[config.mk]
export PLATFORM = sky130hd
export DESIGN_NAME = dspl_port
export DESIGN_NICKNAME = d
export VERILOG_FILES = /design/src/dspl_pkg.sv /design/src/dspl_sync.sv /design/src/dspl_port.sv
export VERILOG_INCLUDE_DIRS = /design/src
export SDC_FILE = /design/constraint.sdc
export NUM_CORES = 1
export LEC_CHECK = 0
export BUFFER_PORTS_ARGS = -buffer_cell sky130_fd_sc_hd__buf_2
export CAP_MARGIN = 20
export CELL_PAD_IN_SITES_DETAIL_PLACEMENT = 0
export CELL_PAD_IN_SITES_GLOBAL_PLACEMENT = 2
export CORE_ASPECT_RATIO = 0.7
export CORE_MARGIN = 8
export CORE_UTILIZATION = 39
export CTS_CLUSTER_DIAMETER = 100
export DETAILED_ROUTE_END_ITERATION = 8
export PLACE_DENSITY = 0.84
export SETUP_SLACK_MARGIN = 0.05
export SLEW_MARGIN = 20
export SYNTH_ARGS = -nofsm -noshare
export SYNTH_HDL_FRONTEND = slang
export SYNTH_SLANG_ARGS = --single-unit
[constraint.sdc]
create_clock -name clk_sys -period 10.8 [get_ports clk_sys]
set_input_delay 0.54 -clock clk_sys [delete_from_list [all_inputs] [get_ports clk_sys]]
set_output_delay 0.54 -clock clk_sys [all_outputs]
set_load 0.01 [all_outputs]
[src/dspl_defs.svh]
// constants of the dac serial port and load control block
`ifndef DSPL_DEFS_SVH
`define DSPL_DEFS_SVH

// ----------------------------------------------------------------
// frame and data widths
// ----------------------------------------------------------------
`define DSPL_FRAME_BITS 24
`define DSPL_FRAME_LEN 5'h18
`define DSPL_CNT_BITS 5
`define DSPL_WORD_BITS 12
`define DSPL_CHANNELS 8
`define DSPL_CH_BITS 3
`define DSPL_SYNC_W 5

// ----------------------------------------------------------------
// timing
// ----------------------------------------------------------------
`define DSPL_CLK_NS 50
`define DSPL_T9_NS 5
`define DSPL_T9_RAW ((`DSPL_T9_NS + `DSPL_CLK_NS - 1) / `DSPL_CLK_NS)
`define DSPL_T9_CYC ((`DSPL_T9_RAW < 1) ? 1 : `DSPL_T9_RAW)
`define DSPL_GUARD_BITS 3
`define DSPL_MODE_SETTLE 2'h3

`endif

[src/dspl_pkg.sv]
// types of the dac serial port and load control block
package dspl_pkg;

  // serial interface states, one-hot
  typedef enum logic [2:0]
  {
    DSPL_IDLE = 3'h1,
    DSPL_SHIFT = 3'h2,
    DSPL_SLEEP = 3'h4
  } dspl_state_e;

endpackage : dspl_pkg

[src/dspl_sync.sv]
// two-flop synchroniser for pin inputs
`timescale 1ns/1ns

module dspl_sync #(
  parameter int WIDTH = 1,
  parameter logic [WIDTH-1:0] INIT = '0
) (
  input logic clk_sys,
  input logic rst_n,
  input logic [WIDTH-1:0] d,
  output logic [WIDTH-1:0] q
);

  logic [WIDTH-1:0] meta;

  // first stage feeds only the second stage
  always_ff @(posedge clk_sys or negedge rst_n)
  begin
    if (!rst_n)
    begin
      meta <= INIT;
      q <= INIT;
    end
    else
    begin
      meta <= d;
      q <= meta;
    end
  end

endmodule : dspl_sync

[src/dspl_port.sv]
// serial port, sleep bypass and dac latch load control
//
// Contract
// [RULE_01] disable bit clear: output drives during frames
// [RULE_02] disable bit set: output always high-impedance
// [RULE_03] strobe low: latches follow data registers
// [RULE_04] asynchronous mode: strobe tied low before power
// [RULE_05] synchronous mode: strobe high through power-on
// [RULE_06] wake-up low returns interface from sleep
// [RULE_07] strobe low, engine off: reload after write
// [RULE_08] daisy-chain: latch on strobe fall, after guard; code also loads on a fall inside the guard and flags load_timing_err
// [RULE_09] input sampled on serial clock falling edge
// [RULE_10] output bit launched after serial clock rise
// [RULE_11] output drives on select fall, releases on rise
// [RULE_12] sleeping daisy-chain: input bypassed to output
// [RULE_13] serial clock and input ignored while deselected
// [RULE_14] update mode caught after reset, held
// [RULE_15] disable bit clear after reset
`timescale 1ns/1ns
`include "dspl_defs.svh"

module dspl_port (
  input logic clk_sys,
  input logic resetn,
  input logic sclk,
  input logic cs_n,
  input logic sdi,
  output logic sdo,
  output logic sdo_oe_n,
  input logic latch_load_strobe_n,
  input logic wakeup_n,
  input logic serial_out_disable_bit,
  input logic daisy_chain_en,
  input logic corr_engine_en,
  input logic sleep_req,
  input logic [`DSPL_FRAME_BITS-1:0] tx_word,
  output logic [`DSPL_FRAME_BITS-1:0] rx_word,
  output logic rx_valid,
  input logic data_wr,
  input logic [`DSPL_CH_BITS-1:0] data_wr_ch,
  input logic [`DSPL_WORD_BITS-1:0] data_wr_val,
  output logic [`DSPL_CHANNELS*`DSPL_WORD_BITS-1:0] dac_latch,
  output logic async_mode,
  output logic sleeping,
  output logic load_timing_err
);

  // ----------------------------------------------------------------
  // reset release and pin synchronisers
  // ----------------------------------------------------------------
  logic [1:0] rst_pipe;
  logic rst_n;
  logic [`DSPL_SYNC_W-1:0] pins_s;
  logic sclk_s, cs_n_s, sdi_s, latch_load_strobe_n_s, wake_s;

  // release is clocked; assertion stays asynchronous
  always_ff @(posedge clk_sys or negedge resetn)
  begin
    if (!resetn)
      rst_pipe <= 2'h0;
    else
      rst_pipe <= {rst_pipe[0], 1'b1};
  end
  assign rst_n = rst_pipe[1];

  // idle levels: select, strobe and wake-up all inactive high
  dspl_sync #(.WIDTH(`DSPL_SYNC_W), .INIT(5'h1B)) u_sync (
    .clk_sys(clk_sys),
    .rst_n(rst_n),
    .d({sclk, cs_n, sdi, latch_load_strobe_n, wakeup_n}),
    .q(pins_s)
  );
  assign {sclk_s, cs_n_s, sdi_s, latch_load_strobe_n_s, wake_s} = pins_s;

  // ----------------------------------------------------------------
  // edge detection
  // ----------------------------------------------------------------
  logic sclk_q, cs_n_q, latch_load_strobe_n_q;
  logic sclk_fall, sclk_rise, cs_fall, cs_rise, latch_load_strobe_n_fall;

  always_ff @(posedge clk_sys or negedge rst_n)
  begin
    if (!rst_n)
    begin
      sclk_q <= 1'b1;
      cs_n_q <= 1'b1;
      latch_load_strobe_n_q <= 1'b1;
    end
    else
    begin
      sclk_q <= sclk_s;
      cs_n_q <= cs_n_s;
      latch_load_strobe_n_q <= latch_load_strobe_n_s;
    end
  end
  assign sclk_fall = sclk_q & ~sclk_s;
  assign sclk_rise = ~sclk_q & sclk_s;
  assign cs_fall = cs_n_q & ~cs_n_s;
  assign cs_rise = ~cs_n_q & cs_n_s;
  assign latch_load_strobe_n_fall = latch_load_strobe_n_q & ~latch_load_strobe_n_s;

  // ----------------------------------------------------------------
  // interface state
  // ----------------------------------------------------------------
  dspl_pkg::dspl_state_e state, next_state;
  logic active, bypass;

  // sleep only makes sense in a chain; entered between frames
  always_comb
  begin
    next_state = state;
    case (state)
      dspl_pkg::DSPL_IDLE:
        if (sleep_req && daisy_chain_en)
          next_state = dspl_pkg::DSPL_SLEEP;
        else if (cs_fall)
          next_state = dspl_pkg::DSPL_SHIFT;
      dspl_pkg::DSPL_SHIFT:
        if (cs_rise)
          next_state = dspl_pkg::DSPL_IDLE;
      dspl_pkg::DSPL_SLEEP:
        if (!wake_s)
          next_state = dspl_pkg::DSPL_IDLE; // [RULE_06]
      default:
        next_state = dspl_pkg::DSPL_IDLE;
    endcase
  end

  always_ff @(posedge clk_sys or negedge rst_n)
  begin
    if (!rst_n)
      state <= dspl_pkg::DSPL_IDLE;
    else
      state <= next_state;
  end
  assign active = (state == dspl_pkg::DSPL_SHIFT);
  assign sleeping = (state == dspl_pkg::DSPL_SLEEP);
  assign bypass = sleeping & daisy_chain_en;

  // ----------------------------------------------------------------
  // shift registers
  // ----------------------------------------------------------------
  logic [`DSPL_FRAME_BITS-1:0] rx_shift, tx_shift;
  logic [`DSPL_CNT_BITS-1:0] bit_cnt;
  logic frame_done;

  // frames under 24 bits are dropped silently; longer frames keep the last 24
  assign frame_done = active & cs_rise & (bit_cnt == `DSPL_FRAME_LEN);

  // only selected frames move data; idle clocks are ignored
  always_ff @(posedge clk_sys or negedge rst_n)
  begin
    if (!rst_n)
    begin
      rx_shift <= '0;
      tx_shift <= '0;
      bit_cnt <= '0;
    end
    else if (state == dspl_pkg::DSPL_IDLE && cs_fall)
    begin
      tx_shift <= tx_word;
      bit_cnt <= '0;
    end
    else if (active && sclk_fall) // [RULE_13]
    begin
      rx_shift <= {rx_shift[`DSPL_FRAME_BITS-2:0], sdi_s}; // [RULE_09]
      if (bit_cnt != `DSPL_FRAME_LEN)
        bit_cnt <= bit_cnt + 1'b1;
    end
    else if (active && sclk_rise && bit_cnt != '0)
      tx_shift <= {tx_shift[`DSPL_FRAME_BITS-2:0], 1'b0}; // [RULE_10]
  end

  always_ff @(posedge clk_sys or negedge rst_n)
  begin
    if (!rst_n)
    begin
      rx_word <= '0;
      rx_valid <= 1'b0;
    end
    else
    begin
      rx_valid <= frame_done;
      if (frame_done)
        rx_word <= rx_shift;
    end
  end

  // ----------------------------------------------------------------
  // serial output and its enable
  // ----------------------------------------------------------------
  // bypass is a pure wire path so chain latency stays at gate delay
  assign sdo = bypass ? sdi : tx_shift[`DSPL_FRAME_BITS-1]; // [RULE_12]
  // disable bit wins over all; owner clears it at reset [RULE_15]
  assign sdo_oe_n = serial_out_disable_bit | ~(active | bypass); // [RULE_01] [RULE_02] [RULE_11]

  // ----------------------------------------------------------------
  // update mode capture
  // ----------------------------------------------------------------
  logic [1:0] settle;
  logic mode_done;

  // waits for the synchroniser to hold real pin levels
  assign mode_done = (settle == `DSPL_MODE_SETTLE);
  always_ff @(posedge clk_sys or negedge rst_n)
  begin
    if (!rst_n)
    begin
      settle <= 2'h0;
      async_mode <= 1'b0;
    end
    else if (!mode_done)
    begin
      settle <= settle + 1'b1;
      async_mode <= ~latch_load_strobe_n_s; // [RULE_14] [RULE_04] [RULE_05]
    end
  end

  // ----------------------------------------------------------------
  // data registers and dac latches
  // ----------------------------------------------------------------
  logic [`DSPL_CHANNELS-1:0][`DSPL_WORD_BITS-1:0] data_reg, latch_q;
  logic [`DSPL_WORD_BITS-1:0] stage_val;
  logic [`DSPL_CH_BITS-1:0] stage_ch;
  logic stage_busy, load_now, level_load;
  logic [`DSPL_GUARD_BITS-1:0] guard;

  // correction costs one cycle; without it the write lands at once
  always_ff @(posedge clk_sys or negedge rst_n)
  begin
    if (!rst_n)
    begin
      data_reg <= '0;
      stage_val <= '0;
      stage_ch <= '0;
      stage_busy <= 1'b0;
    end
    else
    begin
      stage_busy <= data_wr & corr_engine_en;
      if (data_wr && corr_engine_en)
      begin
        stage_val <= data_wr_val;
        stage_ch <= data_wr_ch;
      end
      if (data_wr && !corr_engine_en)
        data_reg[data_wr_ch] <= data_wr_val; // [RULE_07]
      else if (stage_busy)
        data_reg[stage_ch] <= stage_val;
    end
  end

  // level load outside chains; edge load inside; tied low always loads
  assign level_load = ~latch_load_strobe_n_s & mode_done; // [RULE_03]
  assign load_now = mode_done & (async_mode |
    (daisy_chain_en ? latch_load_strobe_n_fall : level_load)); // [RULE_08]

  always_ff @(posedge clk_sys or negedge rst_n)
  begin
    if (!rst_n)
      latch_q <= '0;
    else if (load_now)
      latch_q <= data_reg; // [RULE_03] [RULE_07]
  end
  assign dac_latch = latch_q;

  // in a chain, strobe too soon after select rise gives a flagged, unsafe load
  always_ff @(posedge clk_sys or negedge rst_n)
  begin
    if (!rst_n)
    begin
      guard <= '0;
      load_timing_err <= 1'b0;
    end
    else
    begin
      if (cs_rise)
        guard <= '0;
      else if (guard != `DSPL_GUARD_BITS'(`DSPL_T9_CYC))
        guard <= guard + 1'b1;
      load_timing_err <= daisy_chain_en & latch_load_strobe_n_fall & (cs_rise |
        (guard < `DSPL_GUARD_BITS'(`DSPL_T9_CYC))); // [RULE_08]
    end
  end

  // ----------------------------------------------------------------
  // assertions
  // ----------------------------------------------------------------
  property p_dis_hiz; // [RULE_02]
    @(posedge clk_sys) disable iff (!rst_n)
    serial_out_disable_bit |-> sdo_oe_n;
  endproperty
  a_dis_hiz: assert property (p_dis_hiz) else $error("sdo driven while disabled");

  property p_drive; // [RULE_01]
    @(posedge clk_sys) disable iff (!rst_n)
    (cs_fall && state == dspl_pkg::DSPL_IDLE && !sleep_req
      && !serial_out_disable_bit) ##1 !serial_out_disable_bit |-> !sdo_oe_n;
  endproperty
  a_drive: assert property (p_drive) else $error("sdo not driven in frame");

  property p_release; // [RULE_11]
    @(posedge clk_sys) disable iff (!rst_n)
    (active && cs_rise) |=> sdo_oe_n;
  endproperty
  a_release: assert property (p_release) else $error("sdo held after deselect");

  property p_level_load; // [RULE_03]
    @(posedge clk_sys) disable iff (!rst_n)
    (mode_done && !daisy_chain_en && !latch_load_strobe_n_s) |=> dac_latch == $past(data_reg);
  endproperty
  a_level_load: assert property (p_level_load) else $error("latch not transparent");

  property p_reload; // [RULE_07]
    @(posedge clk_sys) disable iff (!rst_n)
    (data_wr && !corr_engine_en && mode_done && !daisy_chain_en && !latch_load_strobe_n_s)
      ##1 !latch_load_strobe_n_s |=> latch_q[$past(data_wr_ch, 2)] == $past(data_wr_val, 2);
  endproperty
  a_reload: assert property (p_reload) else $error("latch not reloaded after write");

  property p_edge_only; // [RULE_08]
    @(posedge clk_sys) disable iff (!rst_n)
    (daisy_chain_en && !async_mode && !latch_load_strobe_n_fall) |=> $stable(dac_latch);
  endproperty
  a_edge_only: assert property (p_edge_only) else $error("chain latch moved off edge");

  property p_sample; // [RULE_09]
    @(posedge clk_sys) disable iff (!rst_n)
    (active && sclk_fall) |=> rx_shift[0] == $past(sdi_s);
  endproperty
  a_sample: assert property (p_sample) else $error("input bit not sampled");

  property p_ignore; // [RULE_13]
    @(posedge clk_sys) disable iff (!rst_n)
    !active |=> $stable(rx_shift) && !rx_valid;
  endproperty
  a_ignore: assert property (p_ignore) else $error("input taken while deselected");

  property p_launch; // [RULE_10]
    @(posedge clk_sys) disable iff (!rst_n)
    (active && sclk_rise && !sclk_fall && bit_cnt != '0) |=>
      tx_shift == {$past(tx_shift[`DSPL_FRAME_BITS-2:0]), 1'b0};
  endproperty
  a_launch: assert property (p_launch) else $error("output bit not launched");

  property p_bypass; // [RULE_12]
    @(posedge clk_sys) disable iff (!rst_n)
    bypass |-> (sdo == sdi) && (sdo_oe_n == serial_out_disable_bit);
  endproperty
  a_bypass: assert property (p_bypass) else $error("sleep bypass broken");

  property p_wake; // [RULE_06]
    @(posedge clk_sys) disable iff (!rst_n)
    (sleeping && !wake_s) |=> state == dspl_pkg::DSPL_IDLE;
  endproperty
  a_wake: assert property (p_wake) else $error("no wake from sleep");

  property p_mode_hold; // [RULE_14]
    @(posedge clk_sys) disable iff (!rst_n)
    mode_done |=> $stable(async_mode) && mode_done;
  endproperty
  a_mode_hold: assert property (p_mode_hold) else $error("update mode changed");

endmodule : dspl_port

==> implementation parameters, run 1 <==
Parameter                              Value

Outcome
  Result of the run ... finished clean

Synth
  Top flip-flop cell by instance count after synthesis ... sky130_fd_sc_hd__dfrtp_1
  Number of standard cells after synthesis ... 1009
  Post-Synth Simple-Gate Area ... 8.806%
  Fraction of synthesized area in multiplexers ... 14.15%
  Synth unique cells ... 48
  Main combinational cell family by area after synthesis ... multiplexers
  Adder-Cell Fraction of Synth Area ... 0.4860%
  Fraction of the mapped netlist area in compound gates ... 13.10%
  Mean instance size in the synthesized netlist ... 12.76 um2
  Syn_nets ... 1065
  Register area share after synthesis ... 60.57%
  Synthesis-stage register bit count ... 311
  Number of enable flip-flop cells after synthesis ... 0
  Post-synthesis xor/xnor area fraction ... 0.3402%
  FFs w/ async S/R, synth ... 100.0%
  Warning count from the yosys run ... 0
  Synthesized cell area ... 12870 um2

Timing
  Final hold slack ... 0.07516 ns
  Sum Neg Setup Slack ... 0 ns
  Max Transition Viols Final ... 0
  Worst-case headroom to the max-slew limit ... 27.14%
  Final number of hold-violating endpoints ... 0
  Max Clock Skew ... 0.01157 ns
  Time the final worst path needs with I/O delays and setup ... 2.824 ns
  RSZ-0062 raised after global routing ... false
  Final worst-path cycle share ... 26.14%
  Slew at the pin with the worst max-slew slack ... 1.093 ns
  Max Clock Freq ... 354.2 MHz
  Endpoints failing setup ... 0

Clock network
  Number of buffers between clock root and the deepest sink ... 3
  Number of clock sinks ... 311
  CTS tree ... built
  Cts bufs inserted ... 31
  Buffer cell driving the clock tree root ... sky130_fd_sc_hd__clkbuf_16
  CTS H-tree lvls ... 1
  Skew-Pair Late Insertion Delay ... 0.56 ns
  Clock-pin slew reported for the worst setup and hold paths after clock tree synthesis ... 0.06 ns
  Resized cells post-CTS ... 0

Final layout
  Antenna diode count ... 0
  Area overhead of the layout relative to synthesis ... 17.84%
  Leading cell type in the layout, fill and taps excluded ... sky130_fd_sc_hd__dfrtp_1
  Fraction of layout instances using a drive strength above 1 ... 35.93%
  Leading cell types in the layout, fill and taps excluded ... sky130_fd_sc_hd__dfrtp_1 (297), sky130_fd_sc_hd__buf_2 (176), sky130_fd_sc_hd__mux2_2 (160)
  Nets@finish ... 1212
  Non-filler cells, final ... 1607

Placed design
  Count of port buffers added during placement ... 176
  Routability-driven placement congestion ratio ... 0.8228
  Placed wire-length estimate after detailed placement ... 23620 um
  Placed cells ... 1548

Global route
  Pin count of the biggest net entering global routing ... 182
  Initial antenna violation count ... 0
  Wire length of the first global-routing pass ... 54820 um
  GR Util All Layers ... 17.58%
  Total gr overflow ... 0
  Number of global-route vias before repair ... 8942

Hold path
  Startpoint of the worst hold path ... sclk
  Terminating pin of the worst hold path ... u_sync.meta[4]$_DFF_PN1_
  Worst hold path type ... in -> reg
  Number of cells on the worst hold path ... 1

Setup path
  Highest-delay cell along the critical path ... sky130_fd_sc_hd__o21ai_4
  Crit path required time ... 11.24 ns
  Buffering stage count on the worst path with inverters included ... 1
  Cell depth of the worst flop-to-flop path ... 4
  Cell family contributing the most delay on the critical path ... compound AO/OA/AOI/OAI gates
  R2r setup slk ... 7.98 ns
  CP Cell Sequence ... a21oi_1 -> o21ai_4 -> buf_4 -> mux2_2
  Critical register-to-register path endpoint ... dac_latch[69]$_DFFE_PN0P_
  Start-to-end type of the worst setup path ... reg -> reg
  Highest fanout seen on the critical path ... 64
  Worst R2R Start ... u_sync.q[1]$_DFF_PN1_
  Setup crit end kind ... register
  Arrival @ worst endpoint ... 3.27 ns
  Crit path largest cell delay ... 0.81 ns
  Category of the worst setup path launch point ... register

Power and ir drop
  Areal power density over the cells ... 244.5 nW/um2
  Peak VDD IR ... 0.1563 mV
  Static Leakage ... 6.779 nW

Routing
  Number of DRC markers in iteration 0 ... 637
  Final routed wirelength across all metal layers ... 35310 um
  First-pass DRT Iterations ... 5
  Per-cell routed wire length ... 21.97 um
  Antenna-violating nets left ... 0
  Detailed-route vias per instance ... 5.553
  Post-route DRC violation count ... 0
  Total via count after detailed routing ... 8923

Floorplanning
  Die Height ... 168.0 um
  Area of the die ... 39170 um2
  X dimension of the die ... 233.2 um
  Rows ... 55
  Initial core utilization ... 39.72%
  Core Footprint ... 32410 um2
  Number of top-level pins ... 177

Job
  Max capacitance violation total ... 0
-- logic make-up after synthesis --
kind of cell,count (synthesis)
XOR/XNOR,5
AO/OA/AOI/OAI,232
AND/OR/NAND/NOR,214
adder cells (fa/ha/maj),5
buffers and inverters,79
other,1
flip-flops,311
multiplexers,162
-- worst register-to-register path, stage by stage (launching register included) --
cell and delay, ns:
sky130_fd_sc_hd__dfstp_2 0.55, sky130_fd_sc_hd__a21oi_1 0.07, sky130_fd_sc_hd__o21ai_4 0.81, sky130_fd_sc_hd__buf_4 0.77, sky130_fd_sc_hd__mux2_2 0.51
-- layout make-up --
cell class                      count  area, um2
Fill cell                        2966      17240
Sequential cell                   311       7805
Multi-Input combinational cell    619       4788
Timing Repair Buffer              184      979.7
Clock buffer                       47      945.9
Tap cell                          427      534.3
Clock inverter                     10      83.83
Inverter                            9      33.78
-- per-stage QoR --
stage	instance area, um2	worst slack (ns)	util (%)	power, mW
2_1_floorplan	12870	1.512	-	2.264
6_report	15170	7.976	46.81	3.709
3_5_place_dp	14100	7.764	43.51	2.654
5_1_grt	15170	7.771	46.81	3.913
3_3_place_gp	14090	7.828	43.47	2.633
4_1_cts	15140	7.951	46.71	3.760
-- power breakdown --
group	total, mW	switching, mW	internal [mW]
clock network	1.09	0.459	0.626
registers	1.78	0.254	1.53
logic	0.839	0.399	0.439
-- synth_stat cells (15+ instances only) --
cell type                   count  area share [%]
sky130_fd_sc_hd__mux2_2       160              14
sky130_fd_sc_hd__a221o_1       22             1.7
sky130_fd_sc_hd__and3_1        26             1.3
sky130_fd_sc_hd__clkbuf_1      61             1.8
sky130_fd_sc_hd__o21ai_0       86             3.3
sky130_fd_sc_hd__nor2b_1       15            0.73
sky130_fd_sc_hd__nand3_1       56             2.2
sky130_fd_sc_hd__nand2_1       53             1.5
sky130_fd_sc_hd__dfrtp_1      299              58
sky130_fd_sc_hd__nor3_1        20            0.78
sky130_fd_sc_hd__a2bb2oi_1     85             5.8
-- metal layers --
metal	track usage [%]	vias up	routed length, um
met5	0	-	0
met4	3.637	0	636
met3	4.618	48	2757
met2	25.91	281	15470
met1	25.75	4597	16440
li1	-	3997	-
-- worst max path at each step --
stage | start | endpoint | slack (ns) | cells past startpoint
after global routing | u_sync.q[1]$_DFF_PN1_ | dac_latch[49]$_DFFE_PN0P_ | 7.77 | 4
after floorplan | rst_pipe[1]$_DFF_PN0_ | async_mode$_DFFE_PN0P_ | 1.51 | 0
after global placement | daisy_chain_en | dac_latch[10]$_DFFE_PN0P_ | 7.83 | 5
after CTS | u_sync.q[1]$_DFF_PN1_ | dac_latch[3]$_DFFE_PN0P_ | 7.95 | 4
after detailed placement | daisy_chain_en | dac_latch[3]$_DFFE_PN0P_ | 7.76 | 5
final | u_sync.q[1]$_DFF_PN1_ | dac_latch[69]$_DFFE_PN0P_ | 7.98 | 4
-- timing repair --
item / in CTS / in global routing
endpoints found under the hold margin: 2 / 0
hold buffers: 1 / 0
setup buffers: 0 / 0
No activity file was read; power rests on OpenSTA's default activity.
==> run 2: changes to the inputs <==
--- a/config.mk
+++ b/config.mk
@@ -6,16 +6,17 @@
 export SDC_FILE = /design/constraint.sdc
 export NUM_CORES = 1
 export LEC_CHECK = 0
+export ABC_AREA = 1
 export BUFFER_PORTS_ARGS = -buffer_cell sky130_fd_sc_hd__buf_2
 export CAP_MARGIN = 20
 export CELL_PAD_IN_SITES_DETAIL_PLACEMENT = 0
 export CELL_PAD_IN_SITES_GLOBAL_PLACEMENT = 2
 export CORE_ASPECT_RATIO = 0.7
 export CORE_MARGIN = 8
-export CORE_UTILIZATION = 39
+export CORE_UTILIZATION = 31
 export CTS_CLUSTER_DIAMETER = 100
 export DETAILED_ROUTE_END_ITERATION = 8
-export PLACE_DENSITY = 0.84
+export PLACE_DENSITY = 0.81
 export SETUP_SLACK_MARGIN = 0.05
 export SLEW_MARGIN = 20
 export SYNTH_ARGS = -nofsm -noshare
==> constraint.sdc (replaced) <==
create_clock -name clk_sys -period 2.53 [get_ports clk_sys]
set_input_delay 0.1265 -clock clk_sys [delete_from_list [all_inputs] [get_ports clk_sys]]
set_output_delay 0.1265 -clock clk_sys [all_outputs]
set_load 0.01 [all_outputs]
==> implementation parameters, run 2 <==
Parameter                              Value

Setup path
  Buffering stage count on the worst path with inverters included ... 2 (+1)
  Number of gates on the worst path with buffers counted ... 5 (+1)
  Category of the worst setup path launch point ... register
  Crit path largest cell delay ... 0.40 ns (-0.41 ns)
  Start-to-end type of the worst setup path ... reg -> out
  Critical register-to-register path endpoint ... tx_shift[14]$_DFFE_PN0P_
  Crit path required time ... 2.40 ns (-8.84 ns)
  CP Cell Sequence ... inv_1 -> nor3_1 -> nand2_1 -> a21o_1 -> buf_2
  Highest fanout seen on the critical path ... 4 (-94%)
  Critical Path Start ... state[2]$_DFFE_PN0P_
  Cell depth of the worst flop-to-flop path ... 9 (+5)
  Setup crit end kind ... primary output
  R2r setup slk ... 0.64 ns (-7.34 ns)
  Arrival @ worst endpoint ... 1.78 ns (-1.49 ns)
  Endpoint of the worst setup timing path ... sdo_oe_n
  Highest-delay cell along the critical path ... sky130_fd_sc_hd__dfrtp_1
  Worst R2R Start ... bit_cnt[0]$_DFFE_PN0P_
  Cell family contributing the most delay on the critical path ... simple AND/OR/NAND/NOR gates

Final layout
  Fraction of layout instances using a drive strength above 1 ... 16.16% (-20 points)
  Leading cell type in the layout, fill and taps excluded ... sky130_fd_sc_hd__nand2_1
  Final Core Density ... 38.28% (-8.5 points)
  Area overhead of the layout relative to synthesis ... 22.81%
  Non-filler cells, final ... 2548 (+59%)
  Design area ... 17090 um2 (+13%)
  Leading cell types in the layout, fill and taps excluded ... sky130_fd_sc_hd__nand2_1 (749), sky130_fd_sc_hd__dfrtp_1 (298), sky130_fd_sc_hd__nand3_1 (239)
  Nets@finish ... 1977 (+63%)
  Filler Cells Inserted ... 4635 (+56%)

Routing
  Total via count after detailed routing ... 12.01k (+35%)
  Final routed wirelength across all metal layers ... 42140 um (+19%)
  Number of DRC markers in iteration 0 ... 952 (+49%)
  Post-route DRC violation count ... 0 (unchanged)
  Antenna-violating nets left ... 0 (unchanged)
  Per-cell routed wire length ... 16.54 um (-25%)
  First-pass DRT Iterations ... 5 (unchanged)
  Detailed-route vias per instance ... 4.712 (-15%)

Synth
  Register area share after synthesis ... 56.03% (-4.5 points)
  Mean instance size in the synthesized netlist ... 8.082 um2 (-37%)
  FFs w/ async S/R, synth ... 100.0% (unchanged)
  Yosys top cell by area ... sky130_fd_sc_hd__dfrtp_1
  Most frequent cell after synthesis ... sky130_fd_sc_hd__nand2_1
  Synthesized cell area ... 13920 um2 (+8.1%)
  Syn_nets ... 1778 (+67%)
  Biggest area contributors in the synthesized netlist ... sky130_fd_sc_hd__dfrtp_1 (54%), sky130_fd_sc_hd__nand2_1 (20%), sky130_fd_sc_hd__nand3_1 (8.6%), sky130_fd_sc_hd__o21ai_0 (4.1%), sky130_fd_sc_hd__dfstp_2 (2.3%)
  Most frequent cells after synthesis ... sky130_fd_sc_hd__nand2_1 (750), sky130_fd_sc_hd__dfrtp_1 (299), sky130_fd_sc_hd__nand3_1 (239)
  Top flip-flop cell by instance count after synthesis ... sky130_fd_sc_hd__dfrtp_1
  Area share of the leading cell type in the synthesized netlist ... 53.76% (-4.4 points)
  Synthesis-stage register bit count ... 311 (unchanged)
  Number of enable flip-flop cells after synthesis ... 0 (unchanged)
  Synth unique cells ... 30 (-38%)
  Number of standard cells after synthesis ... 1722 (+71%)
  Warning count from the yosys run ... 0 (unchanged)

Clock network
  Skew-Pair Late Insertion Delay ... 0.53 ns (-0.03 ns)
  Buffer cell driving the clock tree root ... sky130_fd_sc_hd__clkbuf_16
  CTS H-tree lvls ... 2 (+1)
  Number of clock sinks ... 311 (unchanged)
  Number of buffers between clock root and the deepest sink ... 3 (unchanged)
  Cts bufs inserted ... 35 (+13%)
  CTS tree ... built
  Clock-pin slew reported for the worst setup and hold paths after clock tree synthesis ... 0.06 ns (about the same)
  Number of setup buffers added after CTS ... 0 (unchanged)

Global route
  Number of global-route vias before repair ... 11.79k (+32%)
  Wire length of the first global-routing pass ... 67350 um (+23%)
  GR Util All Layers ... 15.76% (-1.8 points)
  Pin count of the biggest net entering global routing ... 98 (-46%)
  Total gr overflow ... 0 (unchanged)
  Initial antenna violation count ... 3 (+3)

Floorplanning
  Core Footprint ... 44650 um2 (+38%)
  X dimension of the die ... 269.2 um (+15%)
  Initial core utilization ... 31.17% (-8.5 points)
  Die Height ... 193.3 um (+15%)
  Area of the die ... 52040 um2 (+33%)
  Rows ... 65 (+18%)
  Number of top-level pins ... 177 (unchanged)

Timing
  Max Transition Viols Final ... 0 (unchanged)
  RSZ-0062 raised after global routing ... false
  Max Clock Freq ... 523.6 MHz
  Final worst-path setup slack ... 0.6201 ns (-7.356 ns)
  Sum Neg Setup Slack ... 0 ns (unchanged)
  Final number of hold-violating endpoints ... 0 (unchanged)
  Endpoints failing setup ... 0 (unchanged)
  Worst-case headroom to the max-slew limit ... 38.87% (+12 points)
  Slew at the pin with the worst max-slew slack ... 0.9147 ns (-0.1781 ns)
  Final worst-path cycle share ... 75.49%
  Max Clock Skew ... 0.01577 ns (+0.004201 ns)
  Time the final worst path needs with I/O delays and setup ... 1.910 ns

Placed design
  Placed cells ... 2439 (+58%)
  Placed wire-length estimate after detailed placement ... 27530 um (+17%)
  Post-detailed-placement cell area ... 15450 um2 (+9.6%)
  Post-placement worst setup slack ... 0.6230 ns (-7.141 ns)
  Count of port buffers added during placement ... 176 (unchanged)
  Routability-driven placement congestion ratio ... 0.8031 (-2.4%)

Hold path
  Worst hold path type ... in -> reg
  Number of cells on the worst hold path ... 2 (+1)

Power and ir drop
  Proportion of power drawn by the clock network ... 39.6% (+10 points)
  Switching power as a share of total power ... 28.61% (-1.4 points)
  Peak VDD IR ... 0.3307 mV (+110%)
  Switching power of the nets ... 3.701 mW (+230%)
  Cell internal pwr ... 9.237 mW (+260%)
  Static Leakage ... 9.330 nW (+38%)
  Combinational fraction of design power ... 15.3% (-7.3 points)
  Areal power density over the cells ... 757.0 nW/um2 (+210%)
  Share of power burned in registers ... 45.2% (-2.9 points)

Outcome
  Result of the run ... finished clean

Job
  Max capacitance violation total ... 0 (unchanged)
==> run 2: changes by cell type after synthesis, sizes merged, moves of 56 or more <==
cell     before  now
nand3        56  240
nand2        53  760
a2bb2oi      85    0
inv           9   85
buf           9   65
mux2        160    0
==> run 2: metal layers <==
layer | routed length [um] | vias to the layer above | share of wire (%) | global-route usage [%]
met1 | 20310 | 5739 | 48 | 22.79
li1 | - | 5918 | - | -
met3 | 2919 | 59 | 6.9 | 4.140
met2 | 18140 | 288 | 43 | 23.45
met4 | 763 | 2 | 1.8 | 3.401
met5 | 8 | - | 0.019 | 0
==> run 2: cell families (layout without fill, tap and decap cells) <==
| group | count (synthesis) | after routing | share of synthesized area, % |
|---|---|---|---|
| and+or+nand+nor | 1072 | 1072 | 32.12 |
| DFF | 311 | 311 | 56.03 |
| buffers and inverters | 189 | 410 | 5.970 |
| AOI/OAI and AO/OA | 141 | 141 | 5.214 |
| adders and majority gates | 5 | 5 | 0.4495 |
| xor gates and xnor gates | 3 | 3 | 0.1888 |
| other | 1 | 3 | 0.02695 |
==> run 2: final cells by class <==
type | instances | area, um2 | area share (%)
clock buffer | 50 | 1075 | 6.288
multi-input combinational | 1222 | 5296 | 30.99
tap | 603 | 754.5 | 4.414
sequential | 311 | 7801 | 45.64
inverter | 85 | 319.1 | 1.867
clock inverter | 9 | 76.32 | 0.4466
antenna | 2 | 5.005 | 0.02928
timing repair buffer | 266 | 1764 | 10.32
==> run 2: through the flow <==
stage               total power, mW  hold slack (ns)
detailed placement            7.874         -0.08086
global route                  13.66           0.2573
CTS                           13.15           0.2386
finish                        12.94           0.2620
global placement              7.846         -0.08572
floorplan                     7.161          -0.1691
==> run 2: what timing repair did <==
item / 4_1_cts / 5_1_grt
hold buffers: 48 / 0
endpoints found under the hold margin: 50 / 0
gates resized for setup: 0 / 0
==> run 2: power groups by stage <==
| stage | registers [mW] | clock network [mW] | logic [mW] |
|---|---|---|---|
| floorplan | 5.97 | 0 | 1.19 |
| global placement | 5.92 | 0 | 1.92 |
| detailed placement | 5.93 | 0 | 1.94 |
| CTS | 5.85 | 5.30 | 2.01 |
| global route | 5.91 | 5.50 | 2.25 |
| finish | 5.84 | 5.12 | 1.98 |
==> run 2: worst min-delay path by stage <==
| stage | from | end |
|---|---|---|
| after floorplan | resetn | rst_pipe[0]$_DFF_PN0_ |
| after global routing | wakeup_n | u_sync.meta[0]$_DFF_PN1_ |
| final | wakeup_n | u_sync.meta[0]$_DFF_PN1_ |
| after global placement | resetn | rst_pipe[0]$_DFF_PN0_ |
| after CTS | wakeup_n | u_sync.meta[0]$_DFF_PN1_ |
| after detailed placement | resetn | rst_pipe[1]$_DFF_PN0_ |
==> run 3: changes to the inputs <==
--- a/config.mk
+++ b/config.mk
@@ -13,10 +13,10 @@
 export CELL_PAD_IN_SITES_GLOBAL_PLACEMENT = 2
 export CORE_ASPECT_RATIO = 0.7
 export CORE_MARGIN = 8
-export CORE_UTILIZATION = 31
+export CORE_UTILIZATION = 34
 export CTS_CLUSTER_DIAMETER = 100
 export DETAILED_ROUTE_END_ITERATION = 8
-export PLACE_DENSITY = 0.81
+export PLACE_DENSITY = 0.84
 export SETUP_SLACK_MARGIN = 0.05
 export SLEW_MARGIN = 20
 export SYNTH_ARGS = -nofsm -noshare
==> constraint.sdc (replaced) <==
create_clock -name clk_sys -period 1.95 [get_ports clk_sys]
set_input_delay 0.0975 -clock clk_sys [delete_from_list [all_inputs] [get_ports clk_sys]]
set_output_delay 0.0975 -clock clk_sys [all_outputs]
set_load 0.01 [all_outputs]
==> implementation parameters, run 3 (synthesis gave the netlist of run 2 again) <==
Parameter                              Value

Final layout
  Area overhead of the layout relative to synthesis ... 23.79%
  Nets@finish ... 1998 (+1.1%)
  Register cell area after layout ... 7801 um2 (unchanged)
  Total area of multi-input combinational cells ... 5301 um2 (about the same)
  Leading cell types in the layout, fill and taps excluded ... sky130_fd_sc_hd__nand2_1 (749), sky130_fd_sc_hd__dfrtp_1 (298), sky130_fd_sc_hd__nand3_1 (239)
  Design area ... 17230 um2 (+0.80%)
  Non-filler cells, final ... 2511 (-1.5%)
  Filler Cells Inserted ... 4151 (-10%)
  Leading cell type in the layout, fill and taps excluded ... sky130_fd_sc_hd__nand2_1
  Fraction of layout instances using a drive strength above 1 ... 16.99% (+0.83 points)

Routing
  Final routed wirelength across all metal layers ... 41290 um (-2.0%)
  Antenna-violating nets left ... 0 (unchanged)
  First-pass DRT Iterations ... 5 (unchanged)
  Per-cell routed wire length ... 16.44 um (-0.59%)
  Detailed-route vias per instance ... 4.802 (+1.9%)
  Number of DRC markers in iteration 0 ... 882 (-7.4%)
  Total via count after detailed routing ... 12.06k (+0.44%)
  Post-route DRC violation count ... 0 (unchanged)

Clock network
  Number of buffers between clock root and the deepest sink ... 3 (unchanged)
  Buffer cell driving the clock tree root ... sky130_fd_sc_hd__clkbuf_16
  CTS H-tree lvls ... 2 (unchanged)
  Cts bufs inserted ... 35 (unchanged)
  CTS tree ... built
  Clock-pin slew reported for the worst setup and hold paths after clock tree synthesis ... 0.06 ns (about the same)
  Number of setup buffers added after CTS ... 0 (unchanged)
  Number of clock sinks ... 311 (unchanged)
  Skew-Pair Late Insertion Delay ... 0.53 ns (about the same)

Setup path
  Number of gates on the worst path with buffers counted ... 5 (unchanged)
  R2r setup slk ... 0.28 ns (-0.36 ns)
  Buffering stage count on the worst path with inverters included ... 2 (unchanged)
  Cell family contributing the most delay on the critical path ... flip-flops
  Arrival @ worst endpoint ... 1.64 ns (-0.14 ns)
  CP Cell Sequence ... inv_1 -> nor3_2 -> nand2_1 -> a21o_1 -> buf_2
  Cell depth of the worst flop-to-flop path ... 7 (-2)
  Highest fanout seen on the critical path ... 4 (unchanged)
  Start-to-end type of the worst setup path ... reg -> out
  Crit path required time ... 1.85 ns (-0.55 ns)
  Setup crit end kind ... primary output
  Category of the worst setup path launch point ... register
  Crit path largest cell delay ... 0.41 ns (about the same)
  Highest-delay cell along the critical path ... sky130_fd_sc_hd__dfrtp_1

Global route
  Wire length of the first global-routing pass ... 66730 um (-0.92%)
  Most crowded layer after global routing ... met2
  GR met3 Demand/Resource ... 4.287% (+0.15 points)
  Met1 Resource Use GR ... 24.50% (+1.7 points)
  Pin count of the biggest net entering global routing ... 97 (-1.0%)
  GR Util All Layers ... 17.16% (+1.4 points)
  Total gr overflow ... 0 (unchanged)
  Number of global-route vias before repair ... 12.02k (+1.9%)
  Global Route met2 Usage ... 26.27% (+2.8 points)
  Initial antenna violation count ... 2 (-1)

Timing
  Max Transition Viols Final ... 0 (unchanged)
  Final worst-path cycle share ... 88.95%
  Time the final worst path needs with I/O delays and setup ... 1.734 ns
  Endpoints failing setup ... 0 (unchanged)
  Slew at the pin with the worst max-slew slack ... 0.9160 ns (+0.001269 ns)
  Sum Neg Setup Slack ... 0 ns (unchanged)
  Final number of hold-violating endpoints ... 0 (unchanged)
  RSZ-0062 raised after global routing ... false
  Worst-case headroom to the max-slew limit ... 38.78% (-0.085 points)
  Max Clock Freq ... 576.5 MHz
  Max Clock Skew ... 0.01556 ns (-0.0002116 ns)

Placed design
  Placed wire-length estimate after detailed placement ... 27300 um (-0.83%)
  Post-detailed-placement cell area ... 15550 um2 (+0.62%)
  Routability-driven placement congestion ratio ... 0.8098 (+0.83%)
  Placed cells ... 2401 (-1.6%)
  Count of port buffers added during placement ... 176 (unchanged)

Power and ir drop
  Areal power density over the cells ... 989.6 nW/um2 (+31%)
  Peak VDD IR ... 0.4867 mV (+47%)
  Total power consumption of the routed design ... 17.05 mW (+32%)
  Static Leakage ... 9.437 nW (+1.1%)

Job
  Max capacitance violation total ... 0 (unchanged)

Hold path
  Worst hold path type ... reg -> async

Floorplanning
  Rows ... 62 (-4.6%)
  Number of top-level pins ... 177 (unchanged)
  Area of the die ... 47770 um2 (-8.2%)
  Core Footprint ... 40730 um2 (-8.8%)
  X dimension of the die ... 257.8 um (-4.2%)
  Die Height ... 185.3 um (-4.1%)
  Initial core utilization ... 34.17% (+3.0 points)

Outcome
  Result of the run ... finished clean
run 3: cell types whose count changed in the layout (fill, tap and decap cells not counted), sizes merged:
cell,before,now
buf,218,239
bufinv,1,4
clkbuf,50,52
clkinv,7,4
diode,2,1
run 3: layer usage:
layer	up-vias	routed length, um
met1	5768	20070
met5	-	10
li1	5951	-
met3	55	2450
met2	283	18130
met4	2	626
run 3: worst reg2reg max path, delay by kind of cell (launching register included):
kind | cells | cell delay (ns)
buffers and inverters | 2 | 0.49
AND/OR/NAND/NOR | 3 | 0.37
adder cells (fa/ha/maj) | 1 | 0.29
flip-flops | 1 | 0.39
AO/OA/AOI/OAI | 1 | 0.08
run 3: cell type report:
cell class	instances	share of cell area, %
multi-input combinational	1222	30.77
antenna	1	0.01453
clock buffer	52	6.035
timing repair buffer	287	11.23
tap	544	3.951
inverter	85	1.852
sequential	311	45.28
clock inverter	9	0.8643
run 3: stage by stage:
step / hold WS [ns] / utilization, % / setup slack, ns
floorplan: -0.1981 / - / -1.133
global placement: -0.1159 / 38.18 / 0.3466
detailed placement: -0.1158 / 38.18 / 0.3032
CTS: 0.2084 / 42.28 / 0.07783
global route: 0.2191 / 42.30 / 0.1378
finish: 0.1989 / 42.30 / 0.2155
run 3: timing repair:
item                                    4_1_cts  5_1_grt
endpoints found under the setup margin        0        2
hold buffers                                 48        0
endpoints found under the hold margin        50        0
gates resized for setup                       0        1
run 3: path summary, 6_finish.rpt:
kind	start	to
hold / removal	rst_pipe[1]$_DFF_PN0_	data_reg[78]$_DFFE_PN0P_
max in group asynchronous	rst_pipe[1]$_DFF_PN0_	dac_latch[21]$_DFFE_PN0P_
setup / recovery	state[2]$_DFFE_PN0P_	sdo_oe_n
hold reg to reg	rst_pipe[1]$_DFF_PN0_	data_reg[78]$_DFFE_PN0P_
setup reg to reg	settle[0]$_DFFE_PN0P_	dac_latch[37]$_DFFE_PN0P_
min in group clk_sys	cs_n	u_sync.meta[3]$_DFF_PN1_
run 3: where the power goes:
part	leakage (nW)	switching, mW	total, mW	internal (mW)
Sequential	4.19	0.421	7.56	7.14
Combinational	4.66	1.69	2.61	0.918
Clock	0.588	2.66	6.87	4.21
